File: src/include/track_seq_pkg.sv
// Constants for the converter tracking and conversion sequencer.
// Assumes a single 200 MHz subsystem clock drives every user.
package track_seq_pkg;
  localparam int          MODE_W        = 2;
  localparam int          TRACKTIME_W   = 4;
  localparam int          DIV_W         = 5;
  localparam logic [1:0]  MODE_PRE      = 2'h0;
  localparam logic [1:0]  MODE_POST     = 2'h1;
  localparam logic [1:0]  MODE_DUAL     = 2'h3;
  localparam int          TRACK_EXTRA   = 2;
  localparam int          SAR_CYCLES    = 13;
  localparam int          CONV_EXTRA    = 2;
  localparam int          CNT_W         = 8;
  localparam logic [7:0]  CNT_ZERO      = 8'h00;
  localparam logic [7:0]  CNT_ONE       = 8'h01;
  localparam logic [DIV_W-1:0] DIV_ZERO = 5'h00;
  localparam logic [3:0]  SAR_INIT      = 4'hD;
  localparam logic [3:0]  SAR_ZERO      = 4'h0;
  localparam logic [1:0]  EXTRA_INIT    = 2'h2;
  localparam logic [1:0]  EXTRA_ZERO    = 2'h0;
  localparam logic [1:0]  EXTRA_ONE     = 2'h1;
  typedef enum logic [1:0] {ST_IDLE, ST_TRACK, ST_CONV} seq_state_e;
endpackage : track_seq_pkg

File: src/rtl/adc_tracking_mode_sequencer.sv
// Sequencer for tracking and conversion phases of a 12-bit SAR converter.
// Assumes convertStart is synchronous to clk; config inputs are static
// during an operation (they are sampled at convert-start).
// How it works
// - Mode 01b is post-tracking: tracking starts at convert-start.
// - Post-tracking converts only after the tracking interval elapses.
// - Post-tracking keeps the capacitor disconnected after conversion.
// - Mode 11b is dual-tracking: track at start, then convert.
// - Dual-tracking tracks continuously between conversions.
// - Tracking lasts tracking-time count plus two subsystem cycles.
// - Conversion is 13 divided clocks plus two subsystem cycles.
// - Pre-tracking converts at once with no tracking interval.
// - Conversion clock is subsystem clock divided by divider field plus one.
`timescale 1ns/1ps
module adc_tracking_mode_sequencer (
  input  wire logic       clk,
  input  wire logic       rst_n,
  input  wire logic       convertStart,
  input  wire logic [1:0] trackingModeSelect,
  input  wire logic [3:0] trackingTimeCount,
  input  wire logic [4:0] conversionClockDivider,
  output logic            sampleConnect,
  output logic            tracking,
  output logic            converting,
  output logic            sarClockTick,
  output logic            conversionDone
);
  // ==========================================================
  // State
  // ==========================================================
  track_seq_pkg::seq_state_e state_r;
  logic [1:0]  mode_r;
  logic [7:0]  trackCnt_r;
  logic [4:0]  divCnt_r;
  logic [4:0]  div_r;
  logic [3:0]  sarCnt_r;
  logic [1:0]  extraCnt_r;
  logic        startOk;
  logic        convEnd;
  logic        trackEnd;
  logic        divWrap;
  logic [8:0]  convLen_r;

  localparam int CNT_W = track_seq_pkg::CNT_W;

  // Start accepted only when idle; busy starts are dropped
  assign startOk  = convertStart && state_r == track_seq_pkg::ST_IDLE;
  assign trackEnd = state_r == track_seq_pkg::ST_TRACK &&
                    trackCnt_r == track_seq_pkg::CNT_ONE;
  assign convEnd  = state_r == track_seq_pkg::ST_CONV &&
                    sarCnt_r == track_seq_pkg::SAR_ZERO &&
                    extraCnt_r == track_seq_pkg::EXTRA_ONE;
  assign divWrap  = divCnt_r == div_r;

  // ==========================================================
  // Sequencer
  // ==========================================================
  always_ff @(posedge clk) begin
    if (!rst_n) begin
      state_r    <= track_seq_pkg::ST_IDLE;
      mode_r     <= track_seq_pkg::MODE_PRE;
      trackCnt_r <= track_seq_pkg::CNT_ZERO;
      div_r      <= track_seq_pkg::DIV_ZERO;
    end else begin
      case (state_r)
        track_seq_pkg::ST_IDLE: begin
          if (startOk) begin
            mode_r <= trackingModeSelect;
            div_r  <= conversionClockDivider;
            if (trackingModeSelect == track_seq_pkg::MODE_POST ||
                trackingModeSelect == track_seq_pkg::MODE_DUAL) begin
              state_r    <= track_seq_pkg::ST_TRACK;
              trackCnt_r <= CNT_W'(trackingTimeCount) +
                            CNT_W'(track_seq_pkg::TRACK_EXTRA);
            end else begin
              state_r <= track_seq_pkg::ST_CONV;
            end
          end
        end
        track_seq_pkg::ST_TRACK: begin
          trackCnt_r <= trackCnt_r - track_seq_pkg::CNT_ONE;
          if (trackEnd) begin
            state_r <= track_seq_pkg::ST_CONV;
          end
        end
        track_seq_pkg::ST_CONV: begin
          if (convEnd) begin
            state_r <= track_seq_pkg::ST_IDLE;
          end
        end
        default: begin
          state_r <= track_seq_pkg::ST_IDLE;
        end
      endcase
    end
  end

  // ==========================================================
  // Conversion timing: one start cycle, 13 SAR clocks, one end
  // ==========================================================
  always_ff @(posedge clk) begin
    if (!rst_n) begin
      divCnt_r   <= track_seq_pkg::DIV_ZERO;
      sarCnt_r   <= track_seq_pkg::SAR_ZERO;
      extraCnt_r <= track_seq_pkg::EXTRA_ZERO;
    end else if (state_r != track_seq_pkg::ST_CONV) begin
      divCnt_r   <= track_seq_pkg::DIV_ZERO;
      sarCnt_r   <= track_seq_pkg::SAR_INIT;
      extraCnt_r <= track_seq_pkg::EXTRA_INIT;
    end else if (extraCnt_r == track_seq_pkg::EXTRA_INIT) begin
      extraCnt_r <= track_seq_pkg::EXTRA_ONE; // Start cycle
    end else if (sarCnt_r != track_seq_pkg::SAR_ZERO) begin
      // Divider period is field+1 subsystem clocks
      divCnt_r <= divWrap ? track_seq_pkg::DIV_ZERO
                          : divCnt_r + 5'h01;
      if (divWrap) begin
        sarCnt_r <= sarCnt_r - 4'h1;
      end
    end
  end

  // ==========================================================
  // Outputs, all registered
  // ==========================================================
  always_ff @(posedge clk) begin
    if (!rst_n) begin
      sampleConnect  <= 1'b0;
      tracking       <= 1'b0;
      converting     <= 1'b0;
      sarClockTick   <= 1'b0;
      conversionDone <= 1'b0;
    end else begin
      tracking       <= state_r == track_seq_pkg::ST_TRACK;
      converting     <= state_r == track_seq_pkg::ST_CONV;
      sarClockTick   <= state_r == track_seq_pkg::ST_CONV && divWrap &&
                        extraCnt_r == track_seq_pkg::EXTRA_ONE &&
                        sarCnt_r != track_seq_pkg::SAR_ZERO;
      conversionDone <= convEnd;
      // Dual mode keeps the cap on the input while idle; post leaves it open
      sampleConnect  <= state_r == track_seq_pkg::ST_TRACK ||
                        (state_r == track_seq_pkg::ST_IDLE &&
                         mode_r == track_seq_pkg::MODE_DUAL);
    end
  end

  // ==========================================================
  // Checks
  // ==========================================================
  property p_busy_ignore;
    @(posedge clk) disable iff (!rst_n)
    (convertStart && state_r != track_seq_pkg::ST_IDLE && !convEnd)
      |=> state_r != track_seq_pkg::ST_IDLE || $past(convEnd);
  endproperty
  a_busy_ignore: assert property (p_busy_ignore)
    else $error("start accepted while busy");

  property p_post_start;
    @(posedge clk) disable iff (!rst_n)
    (startOk && trackingModeSelect == track_seq_pkg::MODE_POST)
      |=> state_r == track_seq_pkg::ST_TRACK;
  endproperty
  a_post_start: assert property (p_post_start)
    else $error("post mode did not start tracking");

  property p_dual_start;
    @(posedge clk) disable iff (!rst_n)
    (startOk && trackingModeSelect == track_seq_pkg::MODE_DUAL)
      |=> state_r == track_seq_pkg::ST_TRACK;
  endproperty
  a_dual_start: assert property (p_dual_start)
    else $error("dual mode did not start tracking");

  property p_pre_start;
    @(posedge clk) disable iff (!rst_n)
    (startOk && trackingModeSelect == track_seq_pkg::MODE_PRE)
      |=> state_r == track_seq_pkg::ST_CONV;
  endproperty
  a_pre_start: assert property (p_pre_start)
    else $error("pre mode did not convert at once");

  property p_track_len;
    @(posedge clk) disable iff (!rst_n)
    (startOk && trackingModeSelect == track_seq_pkg::MODE_POST &&
     trackingTimeCount == 4'h0)
      |=> state_r == track_seq_pkg::ST_TRACK ##1
          state_r == track_seq_pkg::ST_TRACK ##1
          state_r == track_seq_pkg::ST_CONV;
  endproperty
  a_track_len: assert property (p_track_len)
    else $error("tracking length wrong");

  // Cycles spent converting; a counter keeps the length checks cheap
  always_ff @(posedge clk) begin
    if (!rst_n || state_r != track_seq_pkg::ST_CONV) begin
      convLen_r <= 9'h000;
    end else begin
      convLen_r <= convLen_r + 9'h001;
    end
  end

  property p_conv_len;
    @(posedge clk) disable iff (!rst_n)
    (startOk && trackingModeSelect == track_seq_pkg::MODE_PRE &&
     conversionClockDivider == 5'h00)
      |=> ##14 (convEnd && convLen_r == 9'h00E) ##1
          state_r == track_seq_pkg::ST_IDLE;
  endproperty
  a_conv_len: assert property (p_conv_len)
    else $error("conversion length wrong");

  property p_conv_any;
    @(posedge clk) disable iff (!rst_n)
    convEnd |-> convLen_r ==
      9'(track_seq_pkg::SAR_CYCLES * (int'(div_r) + 1) + 1);
  endproperty
  a_conv_any: assert property (p_conv_any)
    else $error("conversion length does not follow divider");

  property p_post_open;
    @(posedge clk) disable iff (!rst_n)
    (convEnd && mode_r == track_seq_pkg::MODE_POST) |=> ##1 !sampleConnect;
  endproperty
  a_post_open: assert property (p_post_open)
    else $error("post mode capacitor still connected");

  property p_dual_track;
    @(posedge clk) disable iff (!rst_n)
    (convEnd && mode_r == track_seq_pkg::MODE_DUAL) |=> ##1 sampleConnect;
  endproperty
  a_dual_track: assert property (p_dual_track)
    else $error("dual mode not tracking after conversion");

  property p_tick_gap;
    @(posedge clk) disable iff (!rst_n)
    (sarClockTick && div_r == 5'h01) |=> !sarClockTick;
  endproperty
  a_tick_gap: assert property (p_tick_gap)
    else $error("conversion clock not divided");

  c_post: cover property (@(posedge clk) startOk &&
    trackingModeSelect == track_seq_pkg::MODE_POST);
  c_dual_done: cover property (@(posedge clk) conversionDone &&
    mode_r == track_seq_pkg::MODE_DUAL);
  c_busy: cover property (@(posedge clk) convertStart &&
    state_r == track_seq_pkg::ST_CONV);
endmodule : adc_tracking_mode_sequencer

File: config.mk
export PLATFORM = sky130hd
export DESIGN_NAME = adc_tracking_mode_sequencer
export DESIGN_NICKNAME = d
export VERILOG_FILES = /design/src/include/track_seq_pkg.sv /design/src/rtl/adc_tracking_mode_sequencer.sv
export SDC_FILE = /design/constraint.sdc
export NUM_CORES = 1
export LEC_CHECK = 0
export BUFFER_PORTS_ARGS = -buffer_cell sky130_fd_sc_hd__buf_2
export CELL_PAD_IN_SITES_DETAIL_PLACEMENT = 1
export CELL_PAD_IN_SITES_GLOBAL_PLACEMENT = 1
export CORE_ASPECT_RATIO = 0.7
export CORE_UTILIZATION = 43
export CTS_BUF_LIST = sky130_fd_sc_hd__clkbuf_16
export CTS_CLUSTER_SIZE = 16
export DETAILED_ROUTE_END_ITERATION = 10
export GPL_TIMING_DRIVEN = 0
export PLACE_DENSITY = 0.79
export SYNTH_ARGS = -nofsm -noshare
export SYNTH_HDL_FRONTEND = slang
export SYNTH_SLANG_ARGS = --single-unit
File: constraint.sdc
create_clock -name clk -period 2.4 [get_ports clk]
set_clock_uncertainty 0.2 [all_clocks]
set_input_delay 0 -clock clk [delete_from_list [all_inputs] [get_ports clk]]
set_output_delay 0 -clock clk [all_outputs]
set_load 0.02 [all_outputs]
Word level (Yosys, flattened, before mapping) --
Cells that the tools add are included. W data, S select, Z words.
Word-level totals: register bits 33, bits of input ports 14, output and inout bits 5, word-level logic and storage cells 74
Cells by class: add/subtract/negate cells 4, equal/unequal tests 15, multiplexer cells 15, bitwise operators 2, reduce and logical (&&, ||, !) cells 24
Operator list (count):
- $mux W4 | 4
- $mux W8 | 2
- $pmux W8 S2 | 1
- $mux W2 | 6
- $reduce_and A3 Y1 | 4
- $ne A2 B2 Y1 const B | 5
- $eq A2 B2 Y1 const B | 4
- $eq A8 B1 Y1 const B | 1
- $logic_and A1 B1 Y1 | 8
- $reduce_bool A2 Y1 | 4
- $sub A8 B1 Y8 const B | 1
- $eq A2 B1 Y1 const B | 3
- $pmux W2 S3 | 1
- $add A4 B2 Y5 const B | 1
- $add A5 B1 Y5 const B | 1
- $eq A5 B5 Y1 | 1
- $mux W5 | 1
- $logic_not A4 Y1 | 1
- $reduce_and A2 Y1 | 2
- $reduce_bool A4 Y1 | 1
- $sub A4 B1 Y4 const B | 1
- $logic_not A2 Y1 | 1
- $logic_or A1 B1 Y1 | 2
- $ne A2 B1 Y1 const B | 1
- 2 further kinds | 3

Depth between registers and ports, before layout --
Gate-level depths: netlist of run 1.
word-level depth 5, mapped depth 7

Worst setup path after synthesis of run 1 --
Ideal clock, no wire load.
path type flip-flop to flip-flop, from register sarCnt_r[0], to register sarCnt_r[3], setup time 0.103 ns, arrival 1.512 ns, data required time 2.097 ns, path slack 0.585 ns, cell stages (with the launch flop) 8, path buffers 1, cell sequence dfxtp_1 -> inv_1 -> ha_1 -> or3b_1 -> buf_6 -> nand4bb_4 -> or2_1 -> a2111oi_2
Between the ends: longest elaborated chain between the ends 5, elaborated cells on any way between the ends 8
RTL lines:
- from (decl) | RTL line adc_tracking_mode_sequencer.sv:36 | logic [3:0] sarCnt_r;
- from (signal assigned) | RTL line adc_tracking_mode_sequencer.sv:104 | sarCnt_r <= track_seq_pkg::SAR_ZERO;
- from (signal assigned) | RTL line adc_tracking_mode_sequencer.sv:108 | sarCnt_r <= track_seq_pkg::SAR_INIT;
- from (signal assigned) | RTL line adc_tracking_mode_sequencer.sv:117 | sarCnt_r <= sarCnt_r - 4'h1;
- $sub A4 B1 Y4 | RTL line adc_tracking_mode_sequencer.sv:117
- $mux W4 | RTL line adc_tracking_mode_sequencer.sv:116 | if (divWrap) begin
- $mux W4 | RTL line adc_tracking_mode_sequencer.sv:112 | end else if (sarCnt_r != track_seq_pkg::SAR_ZERO) begin
- $mux W4 | RTL line adc_tracking_mode_sequencer.sv:110 | end else if (extraCnt_r == track_seq_pkg::EXTRA_INIT) begin
- $mux W4 | RTL line adc_tracking_mode_sequencer.sv:106 | end else if (state_r != track_seq_pkg::ST_CONV) begin
Parallel ways exist; a longest one is shown, timed or not. The select of a mux whose other input is x is not followed. A chain may end at the register's enable or synchronous reset.

Worst setup path in the final report of run 1 --
Ends and elaborated chain as after synthesis.

==> results by group, run 1 <==
CTS
  – Post-CTS Resized: 0
  – CTS sink cnt: 33
  – Num CTS Buffers: 5
  – Post-CTS setup buffers: 0
  – CTS tree: done
  – Clock Tree Buf Depth: 2
  – Clk_lat worst skew: between 200 and 300 ps
  – Post-CTS Hold Buffers: 11
  – Root buffer cell: clkbuf_16
  – CTS clock-pin slew for the worst setup and hold paths: approximately 50 ps
  – H-tree depth: 2

Floorplanning
  – Initial core utilization: 46.2%
  – Io pins: 19
  – Die X: roughly 76 microns
  – Die Ht: around 54 microns
  – Site row count: 18
  – Die ar.: 4130 sq um
  – Core area: between 3000 and 4000 sq um

Routing
  – DRT antenna net count: 0
  – Post-route DRC: 0
  – Starting DRT DRC Count: 57
  – Drt total wl: just under 5000 microns
  – WL per Instance: 17.9 microns
  – First-pass detailed-route iteration total: 4
  – Via count: around 1500
  – Vias per inst: approximately 5.4

Logic synthesis
  – Most common cell in the synthesized netlist: dfxtp_1
  – Synthesized instance count: between 150 and 200
  – #FFs+latches synth: 33
  – Synthesized area: between 1500 and 2000 sq um
  – Syn avg cell area: approximately 9.0 sq um
  – Syn. warnings: 0
  – Post-Syn Nets: 205
  – Area share of the largest cell type after synthesis: about two fifths
  – Area leader, netlist: dfxtp_1
  – Number of synthesized flops with an enable pin: 0
  – Top cells by count, synth: dfxtp_1, nor2_1, nor3_1
  – Fraction of registers with async set/reset: 0%
  – Post-synthesis sequential area ratio: slightly below 40%
  – Most used DFF post-synth: dfxtp_1
  – Count of different cell masters after synthesis: 48
  – Ranking of synthesized cells by area: dfxtp_1, nor2_1, ha_1

Power and ir drop
  – Internal power: around 1100 uW
  – Sw frac: slightly below 30%
  – Switching Power: 477 uW
  – Leak: 0.000859 uW
  – Max IR drop VDD: about 0.45 mV
  – Seq pwr share: roughly two fifths
  – Clock share of power: a little under two fifths
  – Logic pwr share: 22.9%
  – Pwr dens: about 780 nW/um^2

Hold path
  – Hold Path Origin: convertStart
  – Worst Hold Class: in2reg
  – Hold Path End: state_r[1]$_SDFFE_PN0P_
  – Hold path cells: 4

Worst setup path
  – Critical Path End Type: register
  – Critical Path RT: about 2400 ps
  – Max incr delay on CP: 350 ps
  – Critical R2R Launch: sarCnt_r[0]$_SDFFE_PN0P_
  – CP max stage cell: dfxtp_1
  – FF-to-FF End: sarCnt_r[3]$_SDFFE_PN0P_
  – CP bufs+invs: 2
  – Crit path max-delay family: simple AND/OR/NAND/NOR gates
  – Cell depth of the worst flop-to-flop path: 7
  – Internal reg-to-reg setup slack: 380 ps
  – Stages on the worst setup path: 7
  – Critical path class: reg2reg
  – Data arrival, critical path: 2000 ps
  – Critical-path cell list: inv_1 > ha_1 > or3b_1 > buf_6 > nand4bb_4 > or2_1 > a2111oi_2
  – Startpoint Class: register
  – Crit-path max FO: 9

STA
  – Min cycle time layout: just over 2000 ps
  – Max Slew Vio Count: 0
  – Final Setup Violations: 0
  – Hold Vio Cnt, Final: 0
  – Worst-margin pin slew: between 400 and 500 ps
  – Setup TNS: 0 ps
  – Max Clk Rate: a little under 500 MHz
  – Slew headroom: roughly two thirds
  – Period utilisation layout: 84.2%
  – RSZ-0062 raised after global routing: false

Placement
  – Dpl cell area: 1820 sq um
  – Placed Cells incl. Taps: between 200 and 300
  – Dpl hpwl: approximately 3100 microns
  – Placer congestion estimate: 0.830
  – IO Port Bufs: 18

Final layout
  – Share of post-route cells with drive strength above 1: a little under a fifth
  – Design area: 2070 sq um
  – Area of the multi-input gates: around 930 sq um
  – Layout area overhead: 24.2%
  – Final nets: 241
  – Fillers: 428
  – Post-route insts no fill: 273
  – FF/Latch Area: 661 sq um
  – Final design utilization: between 50% and 60%

GRT
  – First-pass GRT wire length: just under 8000 microns
  – Total grt overflow: 0
  – Antenna violations before repair: 1
  – Tot GR Track Use: ~26%
  – Largest net degree at the start of global routing: 11
  – Vias in the first global route: ~1600

Outcome
  – Status: complete, no violations

Run
  – Max cap viols: 0
## worst max-delay path by stage
| stage | start | endpoint | slack [ps] |
|---|---|---|---|
| 4_1_cts | sarCnt_r[0]$_SDFFE_PN0P_ | sarCnt_r[3]$_SDFFE_PN0P_ | 360 |
| 2_1_floorplan | sarCnt_r[0]$_SDFFE_PN0P_ | sarCnt_r[3]$_SDFFE_PN0P_ | 590 |
| 6_report | sarCnt_r[0]$_SDFFE_PN0P_ | sarCnt_r[3]$_SDFFE_PN0P_ | 380 |
| 5_1_grt | sarCnt_r[0]$_SDFFE_PN0P_ | sarCnt_r[3]$_SDFFE_PN0P_ | 280 |
| 3_5_place_dp | sarCnt_r[0]$_SDFFE_PN0P_ | sarCnt_r[3]$_SDFFE_PN0P_ | 380 |
| 3_3_place_gp | sarCnt_r[0]$_SDFFE_PN0P_ | sarCnt_r[3]$_SDFFE_PN0P_ | 460 |
## sequential cells by signal, summed over array words and instances, names as in the netlist
register / count
trackCnt_r: 8
divCnt_r: 5
div_r: 5
sarCnt_r: 4
extraCnt_r: 2
mode_r: 2
state_r: 2
conversionDone: 1
converting: 1
sampleConnect: 1
sarClockTick: 1
tracking: 1
## cell usage in the layout, fill, tap and decap left out, types with 2 or more instances in the layout
master	count
nor2_1	24
dfxtp_1	33
dlygate4sd3_1	11
and3_1	2
a211oi_1	3
nand3_1	5
mux2i_1	6
nor2b_1	3
ha_1	6
nor4b_2	2
nand2b_1	4
a31oi_1	4
clkinv_1	3
buf_2	21
inv_1	9
nor3_1	12
and2_1	2
o21ai_0	3
or2b_1	2
clkbuf_16	5
xnor2_2	2
xnor2_1	4
a21oi_1	11
a211o_1	2
clkbuf_1	2
nand2_1	11
xor2_1	6
## area by class of cell
type | count | share of cell area (%)
sequential | 33 | 31.9
antenna | 1 | 0.121
tap | 50 | 3.02
clock buffer | 5 | 6.05
buffer | 6 | 1.63
inverter | 10 | 1.81
multi-input combinational | 136 | 45.1
timing repair buffer | 29 | 9.68
clock inverter | 3 | 0.605
## metrics by stage
step | hold WS [ps] | worst slack [ps] | power, uW
after global placement | 35.7 | 460 | 960
after floorplan | -66.6 | 585 | 890
after detailed placement | 49.3 | 381 | 988
final | 48.2 | 378 | 1600
after global routing | 72.5 | 278 | 1680
after CTS | 12.1 | 363 | 1610
## layer usage
metal	part of all wire (%)	GRT usage, %	routed length [microns]
met2	46	43.8	2270
met5	0	0	0
met3	3.4	7.46	165
met4	3.0	12.5	145
met1	47	31.2	2300
## power groups by stage
stage / Clock [uW] / Combinational [uW] / Sequential, uW
after floorplan: 0 / 252 / 638
after CTS: 613 / 358 / 635
after global placement: 0 / 319 / 641
after global routing: 632 / 402 / 643
final: 599 / 368 / 638
after detailed placement: 0 / 342 / 646
## tightest hold or removal path: stages
cell	delay, ps
buf_2	130
a21oi_1	170
o22a_1	150
nor3_1	40
## cells by family after synthesis
family | synth area share, %
adders and majority gates | 4.51
buffers and inverters | 4.28
DFF | 39.7
muxes | 4.28
xor gates and xnor gates | 7.21
and+or+nand+nor | 26.9
AOI/OAI and AO/OA | 13.1
Power figures use the tool's default switching activity.
==> run 2, diff against run 1 <==
--- a/config.mk
+++ b/config.mk
@@ -5,11 +5,12 @@
 export SDC_FILE = /design/constraint.sdc
 export NUM_CORES = 1
 export LEC_CHECK = 0
+export ABC_AREA = 1
 export BUFFER_PORTS_ARGS = -buffer_cell sky130_fd_sc_hd__buf_2
 export CELL_PAD_IN_SITES_DETAIL_PLACEMENT = 1
 export CELL_PAD_IN_SITES_GLOBAL_PLACEMENT = 1
 export CORE_ASPECT_RATIO = 0.7
-export CORE_UTILIZATION = 43
+export CORE_UTILIZATION = 41
 export CTS_BUF_LIST = sky130_fd_sc_hd__clkbuf_16
 export CTS_CLUSTER_SIZE = 16
 export DETAILED_ROUTE_END_ITERATION = 10
==> constraint.sdc (replaced) <==
create_clock -name clk -period 1.95 [get_ports clk]
set_clock_uncertainty 0.2 [all_clocks]
set_input_delay 0 -clock clk [delete_from_list [all_inputs] [get_ports clk]]
set_output_delay 0 -clock clk [all_outputs]
set_load 0.02 [all_outputs]
==> results by group, run 2 <==
Final layout
  – Fillers: 494 (+15%)
  – Biggest register: trackCnt_r
  – # diodes: 0 (-1)
  – Final nets: 292 (+21%)
  – Largest registers: trackCnt_r (8), divCnt_r (5), div_r (5)
  – Commonest non-fill, non-tap cell in the layout: nand2_1
  – Design area: 2150 sq um (+3.8%)
  – Layout area overhead: 28.7%
  – Final design utilization: 58.1% (+0.70 points)
  – Share of post-route cells with drive strength above 1: 18.7% (+0.66 points)
  – Max reg flops: 8 (unchanged)
  – Most frequent cells in the layout: nand2_1, inv_1, dfxtp_1, buf_2, nor2_1

Logic synthesis
  – Post-synthesis sequential area ratio: 39.6% (-0.060 points)
  – Synthesized area: 1670 sq um (+0.15%)
  – Top cells by count, synth: nand2_1, inv_1, dfxtp_1
  – Area leader, netlist: dfxtp_1
  – Post-Syn Nets: 250 (+22%)
  – Synthesized instance count: 230 (+24%)
  – Most common cell in the synthesized netlist: nand2_1
  – Most used DFF post-synth: dfxtp_1
  – Syn. warnings: 0 (unchanged)
  – Area share of the largest cell type after synthesis: 39.6% (-0.060 points)
  – Number of synthesized flops with an enable pin: 0 (unchanged)
  – Count of different cell masters after synthesis: 33 (-31%)
  – Ranking of synthesized cells by area: dfxtp_1, nand2_1, inv_1
  – #FFs+latches synth: 33 (unchanged)
  – Syn avg cell area: 7.25 sq um (-19%)
  – Fraction of registers with async set/reset: 0% (unchanged)

Floorplanning
  – Site row count: 18 (unchanged)
  – Die ar.: 4330 sq um (+4.9%)
  – Initial core utilization: 45.2% (-1.1 points)
  – Die X: 78.2 microns (+2.4%)
  – Io pins: 19 (unchanged)
  – Core area: 3690 sq um (+2.5%)
  – Die Ht: 55.4 microns (+2.4%)

Placement
  – Dpl cell area: 1820 sq um (+0.14%)
  – Dpl hpwl: 3110 microns (-1.1%)
  – Pre-CTS setup slack: 157 ps (-224 ps)
  – Placer congestion estimate: 0.831 (about the same)
  – IO Port Bufs: 18 (unchanged)

Power and ir drop
  – Logic pwr share: 22.9% (about the same)
  – Pwr dens: 923 nW/um^2 (+19%)
  – Max IR drop VDD: 0.508 mV (+13%)
  – Internal power: 1360 uW (+21%)
  – Seq pwr share: 39.7% (about the same)
  – Switching Power: 616 uW (+29%)
  – Sw frac: 31.1% (+1.3 points)
  – Leak: 0.000973 uW (+13%)
  – Clock share of power: 37.4% (about the same)

Routing
  – Vias per inst: 5.06 (-6.2%)
  – First-pass detailed-route iteration total: 4 (unchanged)
  – Post-route DRC: 0 (unchanged)
  – WL per Instance: 14.5 microns (-19%)
  – Starting DRT DRC Count: 75 (+32%)
  – DRT antenna net count: 0 (unchanged)
  – Via count: 1633 (+11%)
  – Drt total wl: 4690 microns (-4.0%)

STA
  – RSZ-0062 raised after global routing: false
  – Hold Vio Cnt, Final: 0 (unchanged)
  – Max Clk Rate: 557 MHz (+13%)
  – Max Slew Vio Count: 0 (unchanged)
  – Min cycle time layout: 1800 ps (-225 ps)
  – Setup TNS: 0 ps (unchanged)
  – Final WS setup: 154 ps (-225 ps)
  – Slew headroom: 73.8% (+6.2 points)
  – Final Setup Violations: 0 (unchanged)
  – Period utilisation layout: 92.1% (+7.9 points)
  – Worst-margin pin slew: 389 ps (-91.9 ps)

GRT
  – Largest net degree at the start of global routing: 11 (unchanged)
  – Tot GR Track Use: 23.6% (-2.3 points)
  – Antenna violations before repair: 0 (-1)
  – Vias in the first global route: 1647 (+5.4%)
  – Total grt overflow: 0 (unchanged)
  – First-pass GRT wire length: 7790 microns (-0.17%)

CTS
  – Num CTS Buffers: 5 (unchanged)
  – Clk_lat worst skew: 280 ps (about the same)
  – CTS tree: done
  – CTS sink cnt: 33 (unchanged)
  – CTS clock-pin slew for the worst setup and hold paths: 50 ps (about the same)
  – H-tree depth: 2 (unchanged)
  – Root buffer cell: clkbuf_16
  – Clock Tree Buf Depth: 2 (unchanged)

Outcome
  – Status: complete, no violations

Worst setup path
  – CP bufs+invs: 2 (unchanged)
  – Startpoint Class: register
  – Critical R2R Launch: sarCnt_r[0]$_SDFFE_PN0P_
  – Worst Setup SP: sarCnt_r[0]$_SDFFE_PN0P_
  – Critical Path RT: 1920 ps (-450 ps)
  – Crit-path max FO: 6 (-3)
  – Critical Path End Type: register
  – Data arrival, critical path: 1770 ps (-230 ps)
  – Max incr delay on CP: 320 ps (-30 ps)
  – CP max stage cell: dfxtp_1
  – Critical-path cell list: inv_1 > ha_1 > a21oi_4 > nand4_4 > nand3_1 > nand3_1 > nand2_1 > inv_1
  – Critical path class: reg2reg
  – Crit path max-delay family: simple AND/OR/NAND/NOR gates

Hold path
  – Hold Path Origin: trackCnt_r[4]$_SDFFE_PN0P_
  – Worst Hold Class: reg2reg

Run
  – Max cap viols: 0 (unchanged)
[run 2: cell types whose count changed in the layout (fill, tap and decap cells not counted), sizes merged, moves of 5 or more]
cell,previous run,this run
inv,9,40
nand3,6,12
a21oi,12,20
nand2,11,52
o21ai,3,12
nand4,1,7
mux2i,6,0
xor2,6,1
nor3,12,6
[run 2: power groups by stage]
stage | registers, uW | logic [uW] | clock network (uW)
6_report | 787 | 453 | 740
5_1_grt | 794 | 508 | 788
4_1_cts | 780 | 425 | 751
3_5_place_dp | 793 | 395 | 0
3_3_place_gp | 790 | 381 | 0
2_1_floorplan | 786 | 293 | 0
[run 2: layout make-up]
type | instances | area [sq um] | share of cell area [%]
plain buffers | 2 | 10.0 | 0.466
clock buffers | 5 | 125 | 5.83
clock inverters | 3 | 11.3 | 0.525
inverters | 38 | 143 | 6.65
multi-input cells | 157 | 877 | 40.9
flip-flops and latches | 33 | 664 | 31.0
well taps | 50 | 62.6 | 2.92
repair buffers | 35 | 253 | 11.8
[run 2: worst paths after layout]
| check | endpoint | slack, ps | cells past startpoint |
|---|---|---|---|
| worst max-delay path | sarCnt_r[2]$_SDFFE_PN0P_ | 150 | 8 |
| worst min-delay path | trackCnt_r[4]$_SDFFE_PN0P_ | 270 | 2 |
| worst max register to register | sarCnt_r[2]$_SDFFE_PN0P_ | 150 | 8 |
| worst min register to register | trackCnt_r[4]$_SDFFE_PN0P_ | 270 | 2 |
[run 2: layer usage]
layer | share of wire, % | track usage [%] | vias up
met5 | 0 | 0 | -
li1 | - | - | 828
met1 | 49 | 30.7 | 771
met3 | 3.8 | 5.62 | 7
met4 | 1.8 | 10.3 | 0
met2 | 46 | 37.2 | 27
[run 2: cells by family after synthesis]
family	synth area share [%]
flops	39.6
fa+ha+maj	4.50
xor+xnor	1.58
simple gates	32.1
buf+inv	9.15
compound gates	13.1
[run 2: repair_timing]
action,CTS,global route
setup endpoints to repair,0,1
buffers inserted,0,3
hold endpoints to repair,19,0
hold buffers,15,0
gates resized for setup,0,7
[run 2: per-stage QoR]
stage / total power (uW) / cells / hold WS (ps)
final: 1980 / 323 / 271
after global routing: 2090 / 323 / 280
after CTS: 1960 / 321 / 265
after detailed placement: 1190 / 298 / 71.7
after global placement: 1170 / 298 / 64.3
after floorplan: 1080 / 230 / -61.6
[run 2: worst reg2reg max path, delay by kind of cell, from the launching register on]
kind / cells / cell delay, ps
AO/OA/AOI/OAI: 1 / 300
adder cells (fa/ha/maj): 1 / 290
flip-flops: 1 / 320
AND/OR/NAND/NOR: 4 / 460
buffers and inverters: 2 / 130
==> run 3, diff against run 2 <==
--- a/config.mk
+++ b/config.mk
@@ -10,12 +10,12 @@
 export CELL_PAD_IN_SITES_DETAIL_PLACEMENT = 1
 export CELL_PAD_IN_SITES_GLOBAL_PLACEMENT = 1
 export CORE_ASPECT_RATIO = 0.7
-export CORE_UTILIZATION = 41
+export CORE_UTILIZATION = 44
 export CTS_BUF_LIST = sky130_fd_sc_hd__clkbuf_16
 export CTS_CLUSTER_SIZE = 16
 export DETAILED_ROUTE_END_ITERATION = 10
 export GPL_TIMING_DRIVEN = 0
-export PLACE_DENSITY = 0.79
+export PLACE_DENSITY = 0.84
 export SYNTH_ARGS = -nofsm -noshare
 export SYNTH_HDL_FRONTEND = slang
 export SYNTH_SLANG_ARGS = --single-unit
==> constraint.sdc (replaced) <==
create_clock -name clk -period 2.25 [get_ports clk]
set_clock_uncertainty 0.2 [all_clocks]
set_input_delay 0 -clock clk [delete_from_list [all_inputs] [get_ports clk]]
set_output_delay 0 -clock clk [all_outputs]
set_load 0.02 [all_outputs]
==> results by group, run 3 (synthesis gave the netlist of run 2 again) <==
Outcome
  – Status: complete, no violations

Routing
  – WL per Instance: 14.9 microns (+2.3%)
  – Starting DRT DRC Count: 76 (+1.3%)
  – Post-route DRC: 0 (unchanged)
  – First-pass detailed-route iteration total: 4 (unchanged)
  – DRT antenna net count: 0 (unchanged)
  – Drt total wl: 4750 microns (+1.4%)
  – Via count: 1627 (-0.37%)
  – Vias per inst: 5.08 (+0.57%)

Final layout
  – Fillers: 479 (-3.0%)
  – Share of post-route cells with drive strength above 1: 15.9% (-2.8 points)
  – Max reg flops: 8 (unchanged)
  – Commonest non-fill, non-tap cell in the layout: nand2_1
  – Most frequent cells in the layout: nand2_1, inv_1, dfxtp_1, buf_2, nor2_1
  – FF/Latch Area: 661 sq um (-0.56%)
  – Final nets: 290 (-0.68%)
  – Layout area overhead: 26.1%
  – Biggest register: trackCnt_r
  – # diodes: 0 (unchanged)
  – Area of the multi-input gates: 855 sq um (-2.6%)
  – Largest registers: trackCnt_r (8), divCnt_r (5), div_r (5)
  – Design area: 2100 sq um (-2.0%)

Floorplanning
  – Die Ht: 53.5 microns (-3.3%)
  – Initial core utilization: 46.6% (+1.4 points)
  – Core area: 3580 sq um (-3.0%)
  – Die ar.: 4040 sq um (-6.6%)
  – Io pins: 19 (unchanged)
  – Site row count: 18 (unchanged)
  – Die X: 75.6 microns (-3.4%)

CTS
  – CTS sink cnt: 33 (unchanged)
  – H-tree depth: 2 (unchanged)
  – CTS clock-pin slew for the worst setup and hold paths: 50 ps (about the same)
  – Root buffer cell: clkbuf_16
  – Clk_lat worst skew: 280 ps (about the same)
  – Post-CTS Resized: 0 (unchanged)
  – Num CTS Buffers: 5 (unchanged)
  – Post-CTS setup buffers: 0 (unchanged)
  – CTS tree: done
  – Clock Tree Buf Depth: 2 (unchanged)
  – Post-CTS Hold Buffers: 15 (unchanged)

Placement
  – Placer congestion estimate: 0.843 (+1.5%)
  – IO Port Bufs: 18 (unchanged)
  – Dpl hpwl: 3190 microns (+2.4%)
  – Dpl cell area: 1820 sq um (unchanged)

STA
  – Slew headroom: 78.4% (+4.6 points)
  – Setup TNS: 0 ps (unchanged)
  – RSZ-0062 raised after global routing: false
  – Max Slew Vio Count: 0 (unchanged)
  – Max Clk Rate: 493 MHz (-12%)
  – Min cycle time layout: 2030 ps (+233 ps)
  – Final Setup Violations: 0 (unchanged)
  – Worst-margin pin slew: 321 ps (-68.5 ps)
  – Hold Vio Cnt, Final: 0 (unchanged)
  – Period utilisation layout: 90.2% (-1.9 points)

Worst setup path
  – Critical path class: reg2reg
  – Crit-path max FO: 4 (-2)
  – Critical Path RT: 2250 ps (+330 ps)
  – Critical Path End Type: register
  – Startpoint Class: register
  – Data arrival, critical path: 2030 ps (+260 ps)

Power and ir drop
  – Leak: 0.000953 uW (-2.1%)
  – Logic pwr share: 22.6% (-0.3 points)
  – Max IR drop VDD: 0.499 mV (-1.8%)
  – Switching Power: 519 uW (-16%)
  – Seq pwr share: 40.1% (+0.4 points)
  – Internal power: 1170 uW (-14%)
  – Sw frac: 30.8% (-0.33 points)
  – Pwr dens: 802 nW/um^2 (-13%)
  – Clock share of power: 37.3% (about the same)

GRT
  – Antenna violations before repair: 0 (unchanged)
  – Total grt overflow: 0 (unchanged)
  – Largest net degree at the start of global routing: 11 (unchanged)
  – Tot GR Track Use: 27.3% (+3.7 points)
  – First-pass GRT wire length: 7850 microns (+0.80%)
  – Vias in the first global route: 1679 (+1.9%)

Run
  – Max cap viols: 0 (unchanged)

Hold path
  – Worst Hold Class: reg2reg
[run 3: changes by cell type in the layout (fill, tap and decap cells not counted), sizes merged]
| cell | change |
|---|---|
| buf | -3 |
| dlygate4sd3 | +1 |
| clkinv | +1 |
| inv | -2 |
[run 3: cell type report]
type	count	share of cell area [%]
sequential	33	31.4
timing repair buffer	33	11.4
clock inverter	2	0.357
clock buffer	5	5.95
inverter	38	6.78
buffer	2	0.476
multi-input combinational	157	40.6
tap	50	2.97
[run 3: per-layer routing]
layer / track usage [%] / up-vias / wire length (microns) / part of all wire [%]
met5: 0 / - / 0 / 0
met4: 9.57 / 0 / 83 / 1.7
met3: 5.90 / 9 / 182 / 3.8
met2: 46.3 / 25 / 2240 / 47
met1: 34.5 / 772 / 2250 / 47
li1: - / 821 / - / -
[run 3: per-stage QoR]
stage               utilization [%]  power [uW]  hold WS (ps)  setup WS (ps)  instances
floorplan                         -         935         -61.6            671        230
global placement               50.8        1010          74.2            528        298
detailed placement             50.8        1030          92.4            487        298
CTS                            58.7        1690           272            240        320
global route                   58.7        1780           301           83.2        320
finish                         58.7        1690           269            220        320
[run 3: power by group through the flow]
stage	combinational, uW	clock, uW	sequential [uW]
final	381	630	676
after floorplan	254	0	681
after detailed placement	343	0	686
after CTS	371	648	675
after global placement	328	0	684
after global routing	428	665	683
[run 3: worst paths after layout]
| check | from | to | slack [ps] | depth (start not counted) |
|---|---|---|---|---|
| worst max-delay path | trackCnt_r[0]$_SDFFE_PN0P_ | trackCnt_r[4]$_SDFFE_PN0P_ | 220 | 9 |
| worst min-delay path | div_r[2]$_SDFFE_PN0P_ | div_r[2]$_SDFFE_PN0P_ | 270 | 2 |
| worst max register to register | trackCnt_r[0]$_SDFFE_PN0P_ | trackCnt_r[4]$_SDFFE_PN0P_ | 220 | 9 |
| worst min register to register | div_r[2]$_SDFFE_PN0P_ | div_r[2]$_SDFFE_PN0P_ | 270 | 2 |
[run 3: critical path: stages (launching register included)]
cell and delay, ps:
dfxtp_1 310, inv_1 150, ha_1 190, inv_1 80
nor2_1 130, nand2_1 70, o22ai_1 100, dlygate4sd3_1 560
nand2_1 50, a21oi_1 110
